## src/logic/hpc_pkg.sv

```systemverilog
// Purpose: Shared constants for the host port pin control block
// Assumes: APB register access, 32-bit data, pclk at 25 MHz
// Notes:   Register offsets here are byte addresses on the APB slave
package hpc_pkg;
    // Host-visible register selects
    localparam logic [1:0] SEL_CONTROL = 2'h0;
    localparam logic [1:0] SEL_ADDRESS = 2'h1;
    localparam logic [1:0] SEL_DATA    = 2'h2;
    localparam logic [1:0] SEL_DATA_AI = 2'h3;

    // APB register offsets
    localparam logic [7:0] OFF_CTRL    = 8'h00;
    localparam logic [7:0] OFF_STATUS  = 8'h04;
    localparam logic [7:0] OFF_IRQ_SET = 8'h08;
    localparam logic [7:0] OFF_ADDR    = 8'h0C;
    localparam logic [7:0] OFF_WDATA   = 8'h10;
    localparam logic [7:0] OFF_RDATA   = 8'h14;

    // Control register fields
    localparam int CTRL_READY_BIT = 0;
    localparam int CTRL_STRAP_BIT = 1;
    localparam logic [31:0] CTRL_RESET = 32'h0000_0001;

    // Host control register bit that clears the interrupt
    localparam int HOST_IRQ_BIT = 2;

    // Port access FSM
    typedef enum logic [1:0] {
        HPC_IDLE   = 2'b00,
        HPC_ACTIVE = 2'b01,
        HPC_DONE   = 2'b10
    } hpc_state_e;
endpackage : hpc_pkg

```

## src/logic/hpc_sync2.sv

```systemverilog
// Purpose: Two-flop synchroniser for a bus of pin inputs
// Assumes: Inputs asynchronous to pclk
// Notes:   First stage is read only by the second stage
`timescale 1ns/1ps
`default_nettype none
module hpc_sync2 #(
    parameter int W = 1,
    parameter logic [W-1:0] INIT = '0
) (
    // Clock and reset
    input  wire logic         pclk,
    input  wire logic         presetn,
    // Data
    input  wire logic [W-1:0] d,
    output logic      [W-1:0] q
);
    logic [W-1:0] meta_r;

    always_ff @(posedge pclk or negedge presetn) begin
        if (!presetn) begin
            meta_r <= INIT;
            q      <= INIT;
        end else begin
            meta_r <= d;
            q      <= meta_r;
        end
    end
endmodule // hpc_sync2
`default_nettype wire

```

## src/logic/hpc_buf2.sv

```systemverilog
// Purpose: Two-entry buffer with valid/ready on both sides
// Assumes: Single clock
// Notes:   Full when two words held; no word lost on a stall
`timescale 1ns/1ps
`default_nettype none
module hpc_buf2 #(
    parameter int W = 16
) (
    // Clock and reset
    input  wire logic         pclk,
    input  wire logic         presetn,
    // Fill side
    input  wire logic         in_valid,
    output logic              in_ready,
    input  wire logic [W-1:0] in_data,
    // Drain side
    output logic              out_valid,
    input  wire logic         out_ready,
    output logic      [W-1:0] out_data
);
    logic [W-1:0] mem_r [2];
    logic         rd_r;
    logic         wr_r;
    logic [1:0]   cnt_r;
    wire          push = in_valid && in_ready;
    wire          pop  = out_valid && out_ready;

    assign in_ready  = (cnt_r != 2'h2);
    assign out_valid = (cnt_r != 2'h0);
    assign out_data  = mem_r[rd_r];

    always_ff @(posedge pclk or negedge presetn) begin
        if (!presetn) begin
            rd_r  <= 1'b0;
            wr_r  <= 1'b0;
            cnt_r <= 2'h0;
        end else begin
            if (push) wr_r <= ~wr_r;
            if (pop) rd_r <= ~rd_r;
            cnt_r <= cnt_r + {1'b0, push} - {1'b0, pop};
        end
    end

    always_ff @(posedge pclk) begin
        if (push) mem_r[wr_r] <= in_data;
    end
endmodule // hpc_buf2
`default_nettype wire

```

## src/logic/hpc_top.sv

```systemverilog
// Purpose: Pin-level control of the parallel host port
// Assumes: Host pins are asynchronous and pass two flops first
// Notes:   Data bus pins drive only during host reads
// Functional notes
// - Register select chooses control, address or data
// - Register select honoured only in multiplexed mode
// - Pins act for host port when strap low
// - Global off floats all host port outputs
// - Address strobe captures address in multiplexed mode
// - Address strobe ignored in non-multiplexed mode
// - Data strobes time each port transfer
// - Direction input sets data bus direction
// - Ready output tells host next transfer allowed
// - Interrupt outputs low until host clears
// - Writing one to interrupt bit clears it
// - Interrupts only in multiplexed mode
// - Port reset resets port and both subsystems
// - Non-multiplexed mode: 18-bit address, 16-bit data
`timescale 1ns/1ps
`default_nettype none
module hpc_top #(
    parameter int AW = 18,
    parameter int DW = 16
) (
    // APB
    input  wire logic          pclk,
    input  wire logic          presetn,
    input  wire logic          psel,
    input  wire logic          penable,
    input  wire logic          pwrite,
    input  wire logic [7:0]    paddr,
    input  wire logic [31:0]   pwdata,
    output logic      [31:0]   prdata,
    output logic               pready,
    output logic               pslverr,
    // Host control pins
    input  wire logic          reg_select_bit0,
    input  wire logic          reg_select_bit1,
    input  wire logic          addr_strobe_n,
    input  wire logic          port_chip_select_n,
    input  wire logic          host_data_strobe_a_n,
    input  wire logic          host_data_strobe_b_n,
    input  wire logic          host_rd_wr_n,
    input  wire logic          mux_mode_select,
    input  wire logic          interface_select_strap,
    input  wire logic          global_off_n,
    input  wire logic          port_reset_n,
    // Host address and data pins
    input  wire logic [AW-1:0] host_addr_in,
    input  wire logic [DW-1:0] host_data_in,
    output logic      [DW-1:0] host_data_out,
    output logic               host_data_oe,
    // Host outputs with enables
    output logic               port_ready_out,
    output logic               port_ready_oe,
    output logic               host_irq_sub_a_n,
    output logic               host_irq_sub_b_n,
    output logic               host_irq_oe,
    // Subsystem side
    output logic               subsys_reset_n,
    output logic               host_port_active,
    output logic               host_ctrl_wr,
    output logic      [DW-1:0] host_ctrl_wdata
);
    localparam int NS = 11;

    // Synchronised pins
    logic [NS-1:0] pins_s;
    logic [AW-1:0] addr_s;
    logic [DW-1:0] data_s;
    hpc_sync2 #(.W(NS), .INIT(11'h7FC)) u_sync_ctl (
        .pclk    (pclk),
        .presetn (presetn),
        .d       ({port_reset_n, global_off_n, interface_select_strap, mux_mode_select,
                   host_rd_wr_n, host_data_strobe_b_n, host_data_strobe_a_n,
                   port_chip_select_n, addr_strobe_n, reg_select_bit1, reg_select_bit0}),
        .q       (pins_s)
    );
    hpc_sync2 #(.W(AW + DW)) u_sync_bus (
        .pclk    (pclk),
        .presetn (presetn),
        .d       ({host_addr_in, host_data_in}),
        .q       ({addr_s, data_s})
    );

    wire [1:0] sel_s    = pins_s[1:0];
    wire       as_n_s   = pins_s[2];
    wire       cs_n_s   = pins_s[3];
    wire       ds_a_s   = pins_s[4];
    wire       ds_b_s   = pins_s[5];
    wire       rw_s     = pins_s[6];
    wire       nonmux_s = pins_s[7];
    wire       strap_s  = pins_s[8];
    wire       off_n_s  = pins_s[9];
    wire       prst_n_s = pins_s[10];

    // Access FSM, address register and interrupts held in reset by either reset
    wire port_rst = !prst_n_s;
    assign subsys_reset_n = prst_n_s;

    wire host_mode = !strap_s;
    assign host_port_active = host_mode;

    // Strobe is the active combination of the two data strobes and chip select
    wire ds_act  = host_mode && !cs_n_s && (ds_a_s ^ ds_b_s) == 1'b0 && !ds_a_s;
    logic ds_act_d;
    wire ds_rise = ds_act && !ds_act_d;
    logic as_n_d;
    wire as_fall = host_mode && !nonmux_s && !as_n_s && as_n_d;

    // Latched per-access state
    hpc_pkg::hpc_state_e st_r;
    hpc_pkg::hpc_state_e st_nxt;
    logic [1:0]    sel_r;
    logic          rw_r;
    logic [AW-1:0] port_addr_r;
    logic          irq_a_r;
    logic          irq_b_r;
    logic [31:0]   ctrl_r;
    logic [DW-1:0] rdata_r;

    // In non-multiplexed mode only the data register is reachable
    wire [1:0] sel_eff = nonmux_s ? hpc_pkg::SEL_DATA : sel_s;

    // Buffer: host writes to data register flow to software
    logic          hw_valid;
    logic          hw_ready;
    logic          sw_valid;
    logic [DW-1:0] sw_data;
    wire           rd_pop;
    wire  data_sel = sel_r[1];
    assign hw_valid = (st_r == hpc_pkg::HPC_ACTIVE) && !rw_r && data_sel;

    hpc_buf2 #(.W(DW)) u_buf (
        .pclk      (pclk),
        .presetn   (presetn),
        .in_valid  (hw_valid),
        .in_ready  (hw_ready),
        .in_data   (data_s),
        .out_valid (sw_valid),
        .out_ready (rd_pop),
        .out_data  (sw_data)
    );

    // APB decode
    wire acc      = psel && penable;
    wire wr_acc   = acc && pwrite;
    wire hit_ctrl = paddr == hpc_pkg::OFF_CTRL;
    wire hit_stat = paddr == hpc_pkg::OFF_STATUS;
    wire hit_irq  = paddr == hpc_pkg::OFF_IRQ_SET;
    wire hit_addr = paddr == hpc_pkg::OFF_ADDR;
    wire hit_wd   = paddr == hpc_pkg::OFF_WDATA;
    wire hit_rd   = paddr == hpc_pkg::OFF_RDATA;
    wire hit_any  = hit_ctrl | hit_stat | hit_irq | hit_addr | hit_wd | hit_rd;
    assign rd_pop  = acc && !pwrite && hit_rd;
    assign pready  = 1'b1;
    assign pslverr = acc && !hit_any;

    // Host control register write with interrupt-clear bit
    wire ctrl_wr = (st_r == hpc_pkg::HPC_ACTIVE) && !rw_r && sel_r == hpc_pkg::SEL_CONTROL;
    wire irq_clr = ctrl_wr && data_s[hpc_pkg::HOST_IRQ_BIT];
    wire irq_set_a = wr_acc && hit_irq && pwdata[0] && !nonmux_s;
    wire irq_set_b = wr_acc && hit_irq && pwdata[1] && !nonmux_s;

    // Access FSM: done waits for strobe release
    always_comb begin
        st_nxt = st_r;
        case (st_r)
            hpc_pkg::HPC_IDLE:   if (ds_rise) st_nxt = hpc_pkg::HPC_ACTIVE;
            hpc_pkg::HPC_ACTIVE: if (rw_r || !data_sel || hw_ready) st_nxt = hpc_pkg::HPC_DONE;
            hpc_pkg::HPC_DONE:   if (!ds_act) st_nxt = hpc_pkg::HPC_IDLE;
            default:             st_nxt = hpc_pkg::HPC_IDLE;
        endcase
    end

    always_ff @(posedge pclk or negedge presetn) begin
        if (!presetn) begin
            st_r     <= hpc_pkg::HPC_IDLE;
            ds_act_d <= 1'b0;
            as_n_d   <= 1'b1;
        end else if (port_rst) begin
            st_r     <= hpc_pkg::HPC_IDLE;
            ds_act_d <= 1'b0;
            as_n_d   <= 1'b1;
        end else begin
            st_r     <= st_nxt;
            ds_act_d <= ds_act;
            as_n_d   <= as_n_s;
        end
    end

    // Select and direction held for the whole access
    always_ff @(posedge pclk or negedge presetn) begin
        if (!presetn) begin
            sel_r <= 2'h0;
            rw_r  <= 1'b1;
        end else if (ds_rise && st_r == hpc_pkg::HPC_IDLE) begin
            sel_r <= sel_eff;
            rw_r  <= rw_s;
        end
    end

    // Address register: strobe in mux mode, pins in non-mux mode
    always_ff @(posedge pclk or negedge presetn) begin
        if (!presetn) begin
            port_addr_r <= '0;
        end else if (port_rst) begin
            port_addr_r <= '0;
        end else if (as_fall) begin
            port_addr_r <= {{(AW-DW){1'b0}}, data_s};
        end else if (ds_rise && nonmux_s) begin
            port_addr_r <= addr_s;
        end else if (ds_rise && sel_eff == hpc_pkg::SEL_ADDRESS && !rw_s) begin
            port_addr_r <= {{(AW-DW){1'b0}}, data_s};
        end
    end

    // Interrupts: set wins over clear
    always_ff @(posedge pclk or negedge presetn) begin
        if (!presetn) begin
            irq_a_r <= 1'b0;
            irq_b_r <= 1'b0;
        end else if (port_rst || nonmux_s) begin
            irq_a_r <= 1'b0;
            irq_b_r <= 1'b0;
        end else begin
            irq_a_r <= irq_set_a | (irq_a_r & ~irq_clr);
            irq_b_r <= irq_set_b | (irq_b_r & ~irq_clr);
        end
    end

    // Software registers and host read data
    always_ff @(posedge pclk or negedge presetn) begin
        if (!presetn) begin
            ctrl_r  <= hpc_pkg::CTRL_RESET;
            rdata_r <= '0;
        end else begin
            if (wr_acc && hit_ctrl) ctrl_r <= pwdata;
            if (wr_acc && hit_wd) rdata_r <= pwdata[DW-1:0];
        end
    end

    assign host_ctrl_wr    = ctrl_wr;
    assign host_ctrl_wdata = data_s;

    // Host read mux
    wire [DW-1:0] ctrl_view = {{(DW-3){1'b0}}, irq_a_r | irq_b_r, 2'b00};
    wire [DW-1:0] rd_mux = (sel_r == hpc_pkg::SEL_CONTROL) ? ctrl_view :
                           (sel_r == hpc_pkg::SEL_ADDRESS) ? port_addr_r[DW-1:0] : rdata_r;

    always_ff @(posedge pclk or negedge presetn) begin
        if (!presetn) begin
            host_data_out <= '0;
        end else if (st_r == hpc_pkg::HPC_ACTIVE && rw_r) begin
            host_data_out <= rd_mux;
        end
    end

    // Pin drives; global off floats everything
    wire drive_ok = off_n_s && host_mode;
    wire ready_i  = (st_r == hpc_pkg::HPC_IDLE) && ctrl_r[hpc_pkg::CTRL_READY_BIT] && hw_ready;
    assign port_ready_out = ready_i;
    assign port_ready_oe  = drive_ok;
    assign host_irq_sub_a_n = !irq_a_r;
    assign host_irq_sub_b_n = !irq_b_r;
    assign host_irq_oe  = drive_ok && !nonmux_s;
    assign host_data_oe = drive_ok && st_r == hpc_pkg::HPC_DONE && rw_r;

    // APB read data
    wire [31:0] status_w = {12'h000, sw_valid, hw_ready, irq_b_r, irq_a_r,
                            12'h000, st_r, host_mode, nonmux_s};
    assign prdata = !(acc && !pwrite) ? 32'h0000_0000 :
                    hit_ctrl ? ctrl_r :
                    hit_stat ? status_w :
                    hit_addr ? {{(32-AW){1'b0}}, port_addr_r} :
                    hit_rd   ? {{(32-DW){1'b0}}, sw_data} :
                    hit_wd   ? {{(32-DW){1'b0}}, rdata_r} : 32'h0000_0000;

    a_irq_mux_only: assert property (@(posedge pclk) disable iff (!presetn)
        nonmux_s |=> !irq_a_r && !irq_b_r) else $error("irq set in non-mux mode");
    a_irq_clear: assert property (@(posedge pclk) disable iff (!presetn)
        irq_clr && !irq_set_a && !port_rst |=> !irq_a_r) else $error("irq not cleared");
    a_off_float: assert property (@(posedge pclk) disable iff (!presetn)
        !off_n_s |-> !port_ready_oe && !host_irq_oe && !host_data_oe) else $error("drive when off");
    a_strap_float: assert property (@(posedge pclk) disable iff (!presetn)
        strap_s |-> !port_ready_oe && !host_data_oe) else $error("drive in mem mode");
    a_ready_busy: assert property (@(posedge pclk) disable iff (!presetn)
        st_r != hpc_pkg::HPC_IDLE |-> !port_ready_out) else $error("ready while busy");
    a_latch_hold: assert property (@(posedge pclk) disable iff (!presetn)
        st_r == hpc_pkg::HPC_ACTIVE |=> $stable(sel_r) && $stable(rw_r)) else $error("select moved");
    a_as_ignored: assert property (@(posedge pclk) disable iff (!presetn)
        nonmux_s |-> !as_fall) else $error("strobe used in non-mux");
    a_port_reset: assert property (@(posedge pclk) disable iff (!presetn)
        port_rst |-> !subsys_reset_n ##1 st_r == hpc_pkg::HPC_IDLE) else $error("port reset");
endmodule // hpc_top
`default_nettype wire

```

## config.mk

```make
export PLATFORM = sky130hd
export DESIGN_NAME = hpc_top
export DESIGN_NICKNAME = d
export VERILOG_FILES = /design/src/logic/hpc_pkg.sv /design/src/logic/hpc_sync2.sv /design/src/logic/hpc_buf2.sv /design/src/logic/hpc_top.sv
export SDC_FILE = /design/constraint.sdc
export NUM_CORES = 1
export LEC_CHECK = 0
export BUFFER_PORTS_ARGS = -buffer_cell sky130_fd_sc_hd__buf_4
export CORE_ASPECT_RATIO = 0.8
export CORE_MARGIN = 2
export CORE_UTILIZATION = 36
export CTS_BUF_LIST = sky130_fd_sc_hd__clkbuf_8
export DETAILED_ROUTE_END_ITERATION = 8
export PLACE_DENSITY = 0.57
export SLEW_MARGIN = 40
export SYNTH_ARGS = -nofsm -noshare
export SYNTH_HDL_FRONTEND = slang
export SYNTH_SLANG_ARGS = --single-unit
```

## constraint.sdc

```tcl
create_clock -name pclk -period 3.1 [get_ports pclk]
set_clock_uncertainty 0.15 [all_clocks]
set_input_delay 0.465 -clock pclk [delete_from_list [all_inputs] [get_ports pclk]]
set_output_delay 0.465 -clock pclk [all_outputs]
set_load 0.02 [all_outputs]
```

# Yosys cells after proc, flatten, opt, wreduce, memory -nomap -nowiden
# Memories as Yosys holds them, arrays and structs flattened.
# Index checks and enable logic that the tools add are counted.
dict set report word_totals {
  ff_bits 185
  ram_bits 32
  inputBits 90
  output_inout_bits 75
  wordCells 132
  memories 1
}
dict set report classes {
  add_sub_neg 2
  eq_ne 14
  mux 24
  n_bitwise 15
  n_reduce_logical 58
}
# memory words word_bits rd rd_clocked_by_memory_dff write_ports line_no
set mem_list {}
lappend mem_list {u_buf.mem_r 2 16 1 0 1 hpc_buf2.sv:21} ;# logic [W-1:0] mem_r [2];
# op count
set op_table {}
lappend op_table {{18-bit 2-to-1 mux} 5}
lappend op_table {{16-bit 2-to-1 mux} 4}
lappend op_table {{32-bit 2-to-1 mux} 2}
lappend op_table {{1-bit logical AND} 36}
lappend op_table {{20-bit 2-to-1 mux} 1}
lappend op_table {{8-bit by 4-bit == test with 1-bit output (second input constant)} 2}
lappend op_table {{8-bit by 5-bit == test with 1-bit output (second input constant)} 2}
lappend op_table {{1-bit logical NOT} 14}
lappend op_table {{2-bit 2-to-1 mux} 5}
lappend op_table {{3-bit != test (second input constant)} 3}
lappend op_table {{8-bit by 3-bit == test with 1-bit output (second input constant)} 1}
lappend op_table {{8-bit logical NOT} 1}
lappend op_table {{1-bit bitwise OR} 8}
lappend op_table {{2-bit by 1-bit == test with 1-bit output (second input constant)} 3}
lappend op_table {{1-bit 2-to-1 mux} 6}
lappend op_table {{2-bit one-hot mux with 3 select lines} 1}
lappend op_table {{2-bit logical NOT} 2}
lappend op_table {{4-bit != test (second input constant)} 1}
lappend op_table {{1-bit inverter} 4}
lappend op_table {{1-bit logical OR} 3}
lappend op_table {{3-bit AND reduction} 1}
lappend op_table {{2-bit by 1-bit adder with 2-bit output} 1}
lappend op_table {{1-bit AND} 2}
lappend op_table {{2-bit == test (second input constant)} 1}
lappend op_table {{other kinds (4)} 4}

# Longest topological paths before layout
dict set report logic_depth {
  depth_word 11
  ltp_mapped 9
  ltp_nobuf 8
}

# Modules after synthesis
# From an unflattened synthesis, not the netlist that was laid out.
dict set report hier_totals {
  cells_unflattened 651
  hier_area_um2 8927.3
}
# module instances cells_per_inst area_per_inst_um2 seq_area_each_um2
set modules_own_cells {}
lappend modules_own_cells {hpc_top 1 494 5290.1 2280.9}
lappend modules_own_cells {{hpc_sync2 (u_sync_bus)} 1 68 1701.6 1701.6}
lappend modules_own_cells {hpc_buf2 1 67 1362.6 1061.0}
lappend modules_own_cells {{hpc_sync2 (u_sync_ctl)} 1 22 573.0 573.0}

# Least setup slack after synthesis
# OpenSTA, ideal clock, no wires.
dict set report synth_timing {
  kind {input to output}
  start {input paddr[1]}
  end {output prdata[19]}
  arrival_time_ps 2029
  t_required_ps 2485
  path_slack_ps 456
  stages 3
  n_path_buf 0
  path_cell_list {nor4_4 > nand2_1 > a2111oi_0}
}
dict set report synth_via {
  elab_chain_cells 4
  elab_cells_between_ends 5
  classes_between {1 x eq/ne; 3 x mux; 1 x reduce/logical}
}
# item line_no
set synth_rtl {}
lappend synth_rtl {{from (decl)} hpc_top.sv:31} ;# input wire logic [7:0] paddr,
lappend synth_rtl {{8-bit by 3-bit == test with 1-bit output} hpc_top.sv:149} ;# wire hit_stat = paddr == hpc_pkg::OFF_STATUS;
lappend synth_rtl {{20-bit 2-to-1 mux} hpc_top.sv:274} ;# hit_stat ? status_w :
lappend synth_rtl {{32-bit 2-to-1 mux *} hpc_top.sv:273} ;# hit_ctrl ? ctrl_r :
lappend synth_rtl {{32-bit 2-to-1 mux *} hpc_top.sv:272} ;# assign prdata = !(acc && !pwrite) ? 32'h0000_0000 :
lappend synth_rtl {{to (decl)} hpc_top.sv:33} ;# output logic [31:0] prdata,
# Mark *: on every way between the ends. The rest lies on a longest branch, timed or not.

# Final worst setup path
dict set report layout_timing {
  start {register u_buf.rd_r}
  end {output prdata[13]}
}
dict set report layout_via {
  elab_chain_cells 6
}
# item line_no
set layout_rtl {}
lappend layout_rtl {{from (decl)} hpc_buf2.sv:22} ;# logic rd_r;
lappend layout_rtl {{from (signal assigned)} hpc_buf2.sv:39} ;# if (pop) rd_r <= ~rd_r;
lappend layout_rtl {{memory read 2 x 16 bit} -}
lappend layout_rtl {{16-bit 2-to-1 mux} hpc_top.sv:276} ;# hit_rd ? {{(32-DW){1'b0}}, sw_data} :
lappend layout_rtl {{18-bit 2-to-1 mux} hpc_top.sv:275} ;# hit_addr ? {{(32-AW){1'b0}}, port_addr_r} :
lappend layout_rtl {{20-bit 2-to-1 mux} hpc_top.sv:274}
lappend layout_rtl {{32-bit 2-to-1 mux} hpc_top.sv:273}
lappend layout_rtl {{32-bit 2-to-1 mux} hpc_top.sv:272}
# No other way between the ends.

==> summary.txt <==
Routing
  • WL final: 21.8 mm
  • DRT Pass-1 Iters: 8
  • Iteration-0 DRC Markers: 365
  • Per-cell routed wire length: 18.1 um
  • Routed vias: 5762
  • Final ANT Viol Nets: 0
  • Residual DRC: 0
  • Vias/cell: 4.79

Final layout
  • Post-layout instance area: 0.0116 mm2
  • Share of post-route cells with drive strength above 1: 37.2%
  • Most common cell after layout, fill and taps aside: buf_4
  • Layout area overhead: 34.3%
  • Nets: 957
  • # diodes: 0
  • Commonest non-fill, non-tap cells in the layout: 173 x buf_4, 164 x dfrtp_1, 59 x dlygate4sd3_1

Global routing
  • Global-route usage over all layers: 17.4%
  • Largest net degree at the start of global routing: 91
  • First-pass GRT wire length: 33.7 mm
  • Vias in the first global route: 5936
  • Gr ovfl total: 0
  • Initial antenna violation count: 0

Timing
  • RSZ-0062 raised after global routing: no
  • Period Utilization, post-route: 91.7%
  • F_max: 352 MHz
  • Final Hold Fails: 0
  • Max Slew Vio Count: 0
  • Final setup violation count: 0
  • TNS Setup: 0 ps
  • Worst-Margin Slew: 737 ps
  • Relative slew slack: 50.8%
  • Minimum clock period: 2840 ps

Logic synthesis
  • Netlist cell types: 52
  • Top FF cell, synth: dfrtp_1
  • Sequential fraction of the synthesis area: 64.9%
  • Post-synth ARST share: 85.3%
  • Area leader, netlist: dfrtp_1
  • FF+latch count, synth: 217
  • Synth warn: 0
  • EDFF count, synth: 32
  • Synth area leaders: dfrtp_1 47%, edfxtp_1 11%, mux2_4 7.3%, dfstp_2 6.4%, mux2i_1 3.8%
  • Cell count after synthesis: 625
  • Post-synth top area share: 47.4%
  • Post-Syn Nets: 717
  • Synth Cell Area: 0.00866 mm2
  • Post-Syn Area per Cell: 13.9 um2

Clock network
  • CTS tree: built
  • CTS sink count: 217
  • Reg clk slew, reported paths: 50 ps
  • Htree depth: 2
  • Root Buffer: clkbuf_8
  • Total CTS buffers: 37
  • Max clock buf depth: 3
  • Post-CTS resize count: 0
  • Clk_lat worst skew: 530 ps

Worst hold path
  • Worst min path class: in -> reg

Critical path
  • Worst setup EP type: output port
  • Startpoint class of the critical path: flop
  • Crit Path Max Fanout: 17
  • Setup Crit Path Kind: reg -> out
  • Worst EP required: 2480 ps
  • CP Data Arrival Time: 2230 ps

Placed design
  • GPL Wtd Cong: 0.954
  • Placed standard-cell area: 0.0102 mm2
  • DP HPWL: 15.0 mm
  • PortBufs: 163

Power and ir drop
  • Leak pwr: 5.40 nW
  • Pwr Density: 557 mW/mm2
  • VDD IR-drop max: 0.299 mV

Die
  • I/O Pins: 165
  • Site Rows: 50
  • Die Span X: 177 um
  • Initial Util: 36.8%
  • Die H: 143 um
  • Die area: 0.0253 mm2
  • Area of the core: 0.0235 mm2

Job
  • Max cap viols: 0

Run status
  • Status: finished clean
power breakdown:
| group | total [mW] | switching, mW | internal (mW) |
|---|---|---|---|
| Sequential | 3.15 | 0.122 | 3.03 |
| Clock | 2.80 | 1.14 | 1.66 |
| Combinational | 0.530 | 0.270 | 0.260 |
synthesized netlist by cell type (2+ instances only):
cell type  count
dfrtp_1      164
nand2_1       59
mux2_4        42
a21oi_1       33
mux2i_1       33
edfxtp_1      32
nor2_1        32
o21ai_0       27
mux2_2        24
dfstp_2       21
clkbuf_1      19
and3_1        17
and2_1        15
a222oi_1      10
inv_1          9
a22oi_1        8
buf_6          7
a22o_1         6
nand2b_1       6
nor2b_1        6
nor3_1         6
buf_2          5
a211oi_1       4
nor4b_1        3
and4b_1        2
buf_1          2
ha_1           2
nand3b_1       2
nor3b_1        2
nor3b_2        2
nor4_4         2
xnor2_1        2
xor2_1         2
metrics by stage:
stage	setup slack (ps)	instances	total power, mW	util, %	hold WS (ps)
3_3_place_gp	332	1079	3.66	43.4	181
6_report	258	1204	6.48	49.4	30.2
3_5_place_dp	298	1079	3.67	43.4	185
2_1_floorplan	456	625	3.38	-	19.4
5_1_grt	109	1204	6.77	49.4	15.0
4_1_cts	261	1204	6.58	49.4	4.22
cell type report:
cell class | count | area, um2
repair buffers | 236 | 1960
clock buffers | 45 | 619
multi-input cells | 364 | 2800
inverters | 9 | 33.8
clock inverters | 21 | 201
flip-flops and latches | 217 | 5620
well taps | 312 | 390
fillers | 2146 | 11900
flip-flops by register name, indices dropped and copies added (netlist names), 11 cells and up:
| name | cells |
|---|---|
| rdata_r | 16 |
| host_data_out | 16 |
| u_sync_bus.meta_r | 34 |
| u_buf.mem_r | 32 |
| u_sync_bus.q | 34 |
| u_sync_ctl.meta_r | 11 |
| ctrl_r | 32 |
| u_sync_ctl.q | 11 |
| port_addr_r | 18 |
final timing paths:
check,from,endpoint,slack (ps),cells after the start
setup / recovery,u_buf.rd_r,prdata[13],260,6
hold / removal,pwdata[26],ctrl_r[26],30,2
setup reg to reg,st_r[0],u_buf.mem_r[1][9],770,4
hold reg to reg,u_sync_bus.meta_r[23],u_sync_bus.q[23],200,0
max in group asynchronous,presetn,u_sync_ctl.q[6],1570,3
min in group asynchronous,presetn,ctrl_r[23],400,2
cells by family after synthesis:
| logic type | count (synthesis) | synth area share, % |
|---|---|---|
| XOR/XNOR | 4 | 0.405 |
| AND/OR/NAND/NOR | 165 | 10.4 |
| adder cells (fa/ha/maj) | 2 | 0.289 |
| other | 1 | 0.0433 |
| buffers and inverters | 44 | 2.82 |
| flip-flops | 217 | 64.9 |
| AO/OA/AOI/OAI | 93 | 6.89 |
| multiplexers | 99 | 14.2 |
timing repair:
| action | 4_1_cts | 5_1_grt |
|---|---|---|
| hold endpoints to repair | 126 | 0 |
| setup buffers | 0 | 0 |
| hold buffers | 59 | 0 |
worst max-delay path, stage by stage, from the launching register on:
cell,delay [ps]
dfrtp_1,320
buf_4,280
mux2i_1,310
a21oi_1,100
a222oi_1,420
nor2_1,80
buf_4,180
routing by layer:
metal	vias up	global-route usage [%]	share of wire [%]
met5	-	0	0
met4	0	5.74	2.3
met3	46	3.70	6.9
met2	231	24.9	43
met1	2792	26.2	48
li1	2693	-	-
Power figures use the tool's default switching activity.
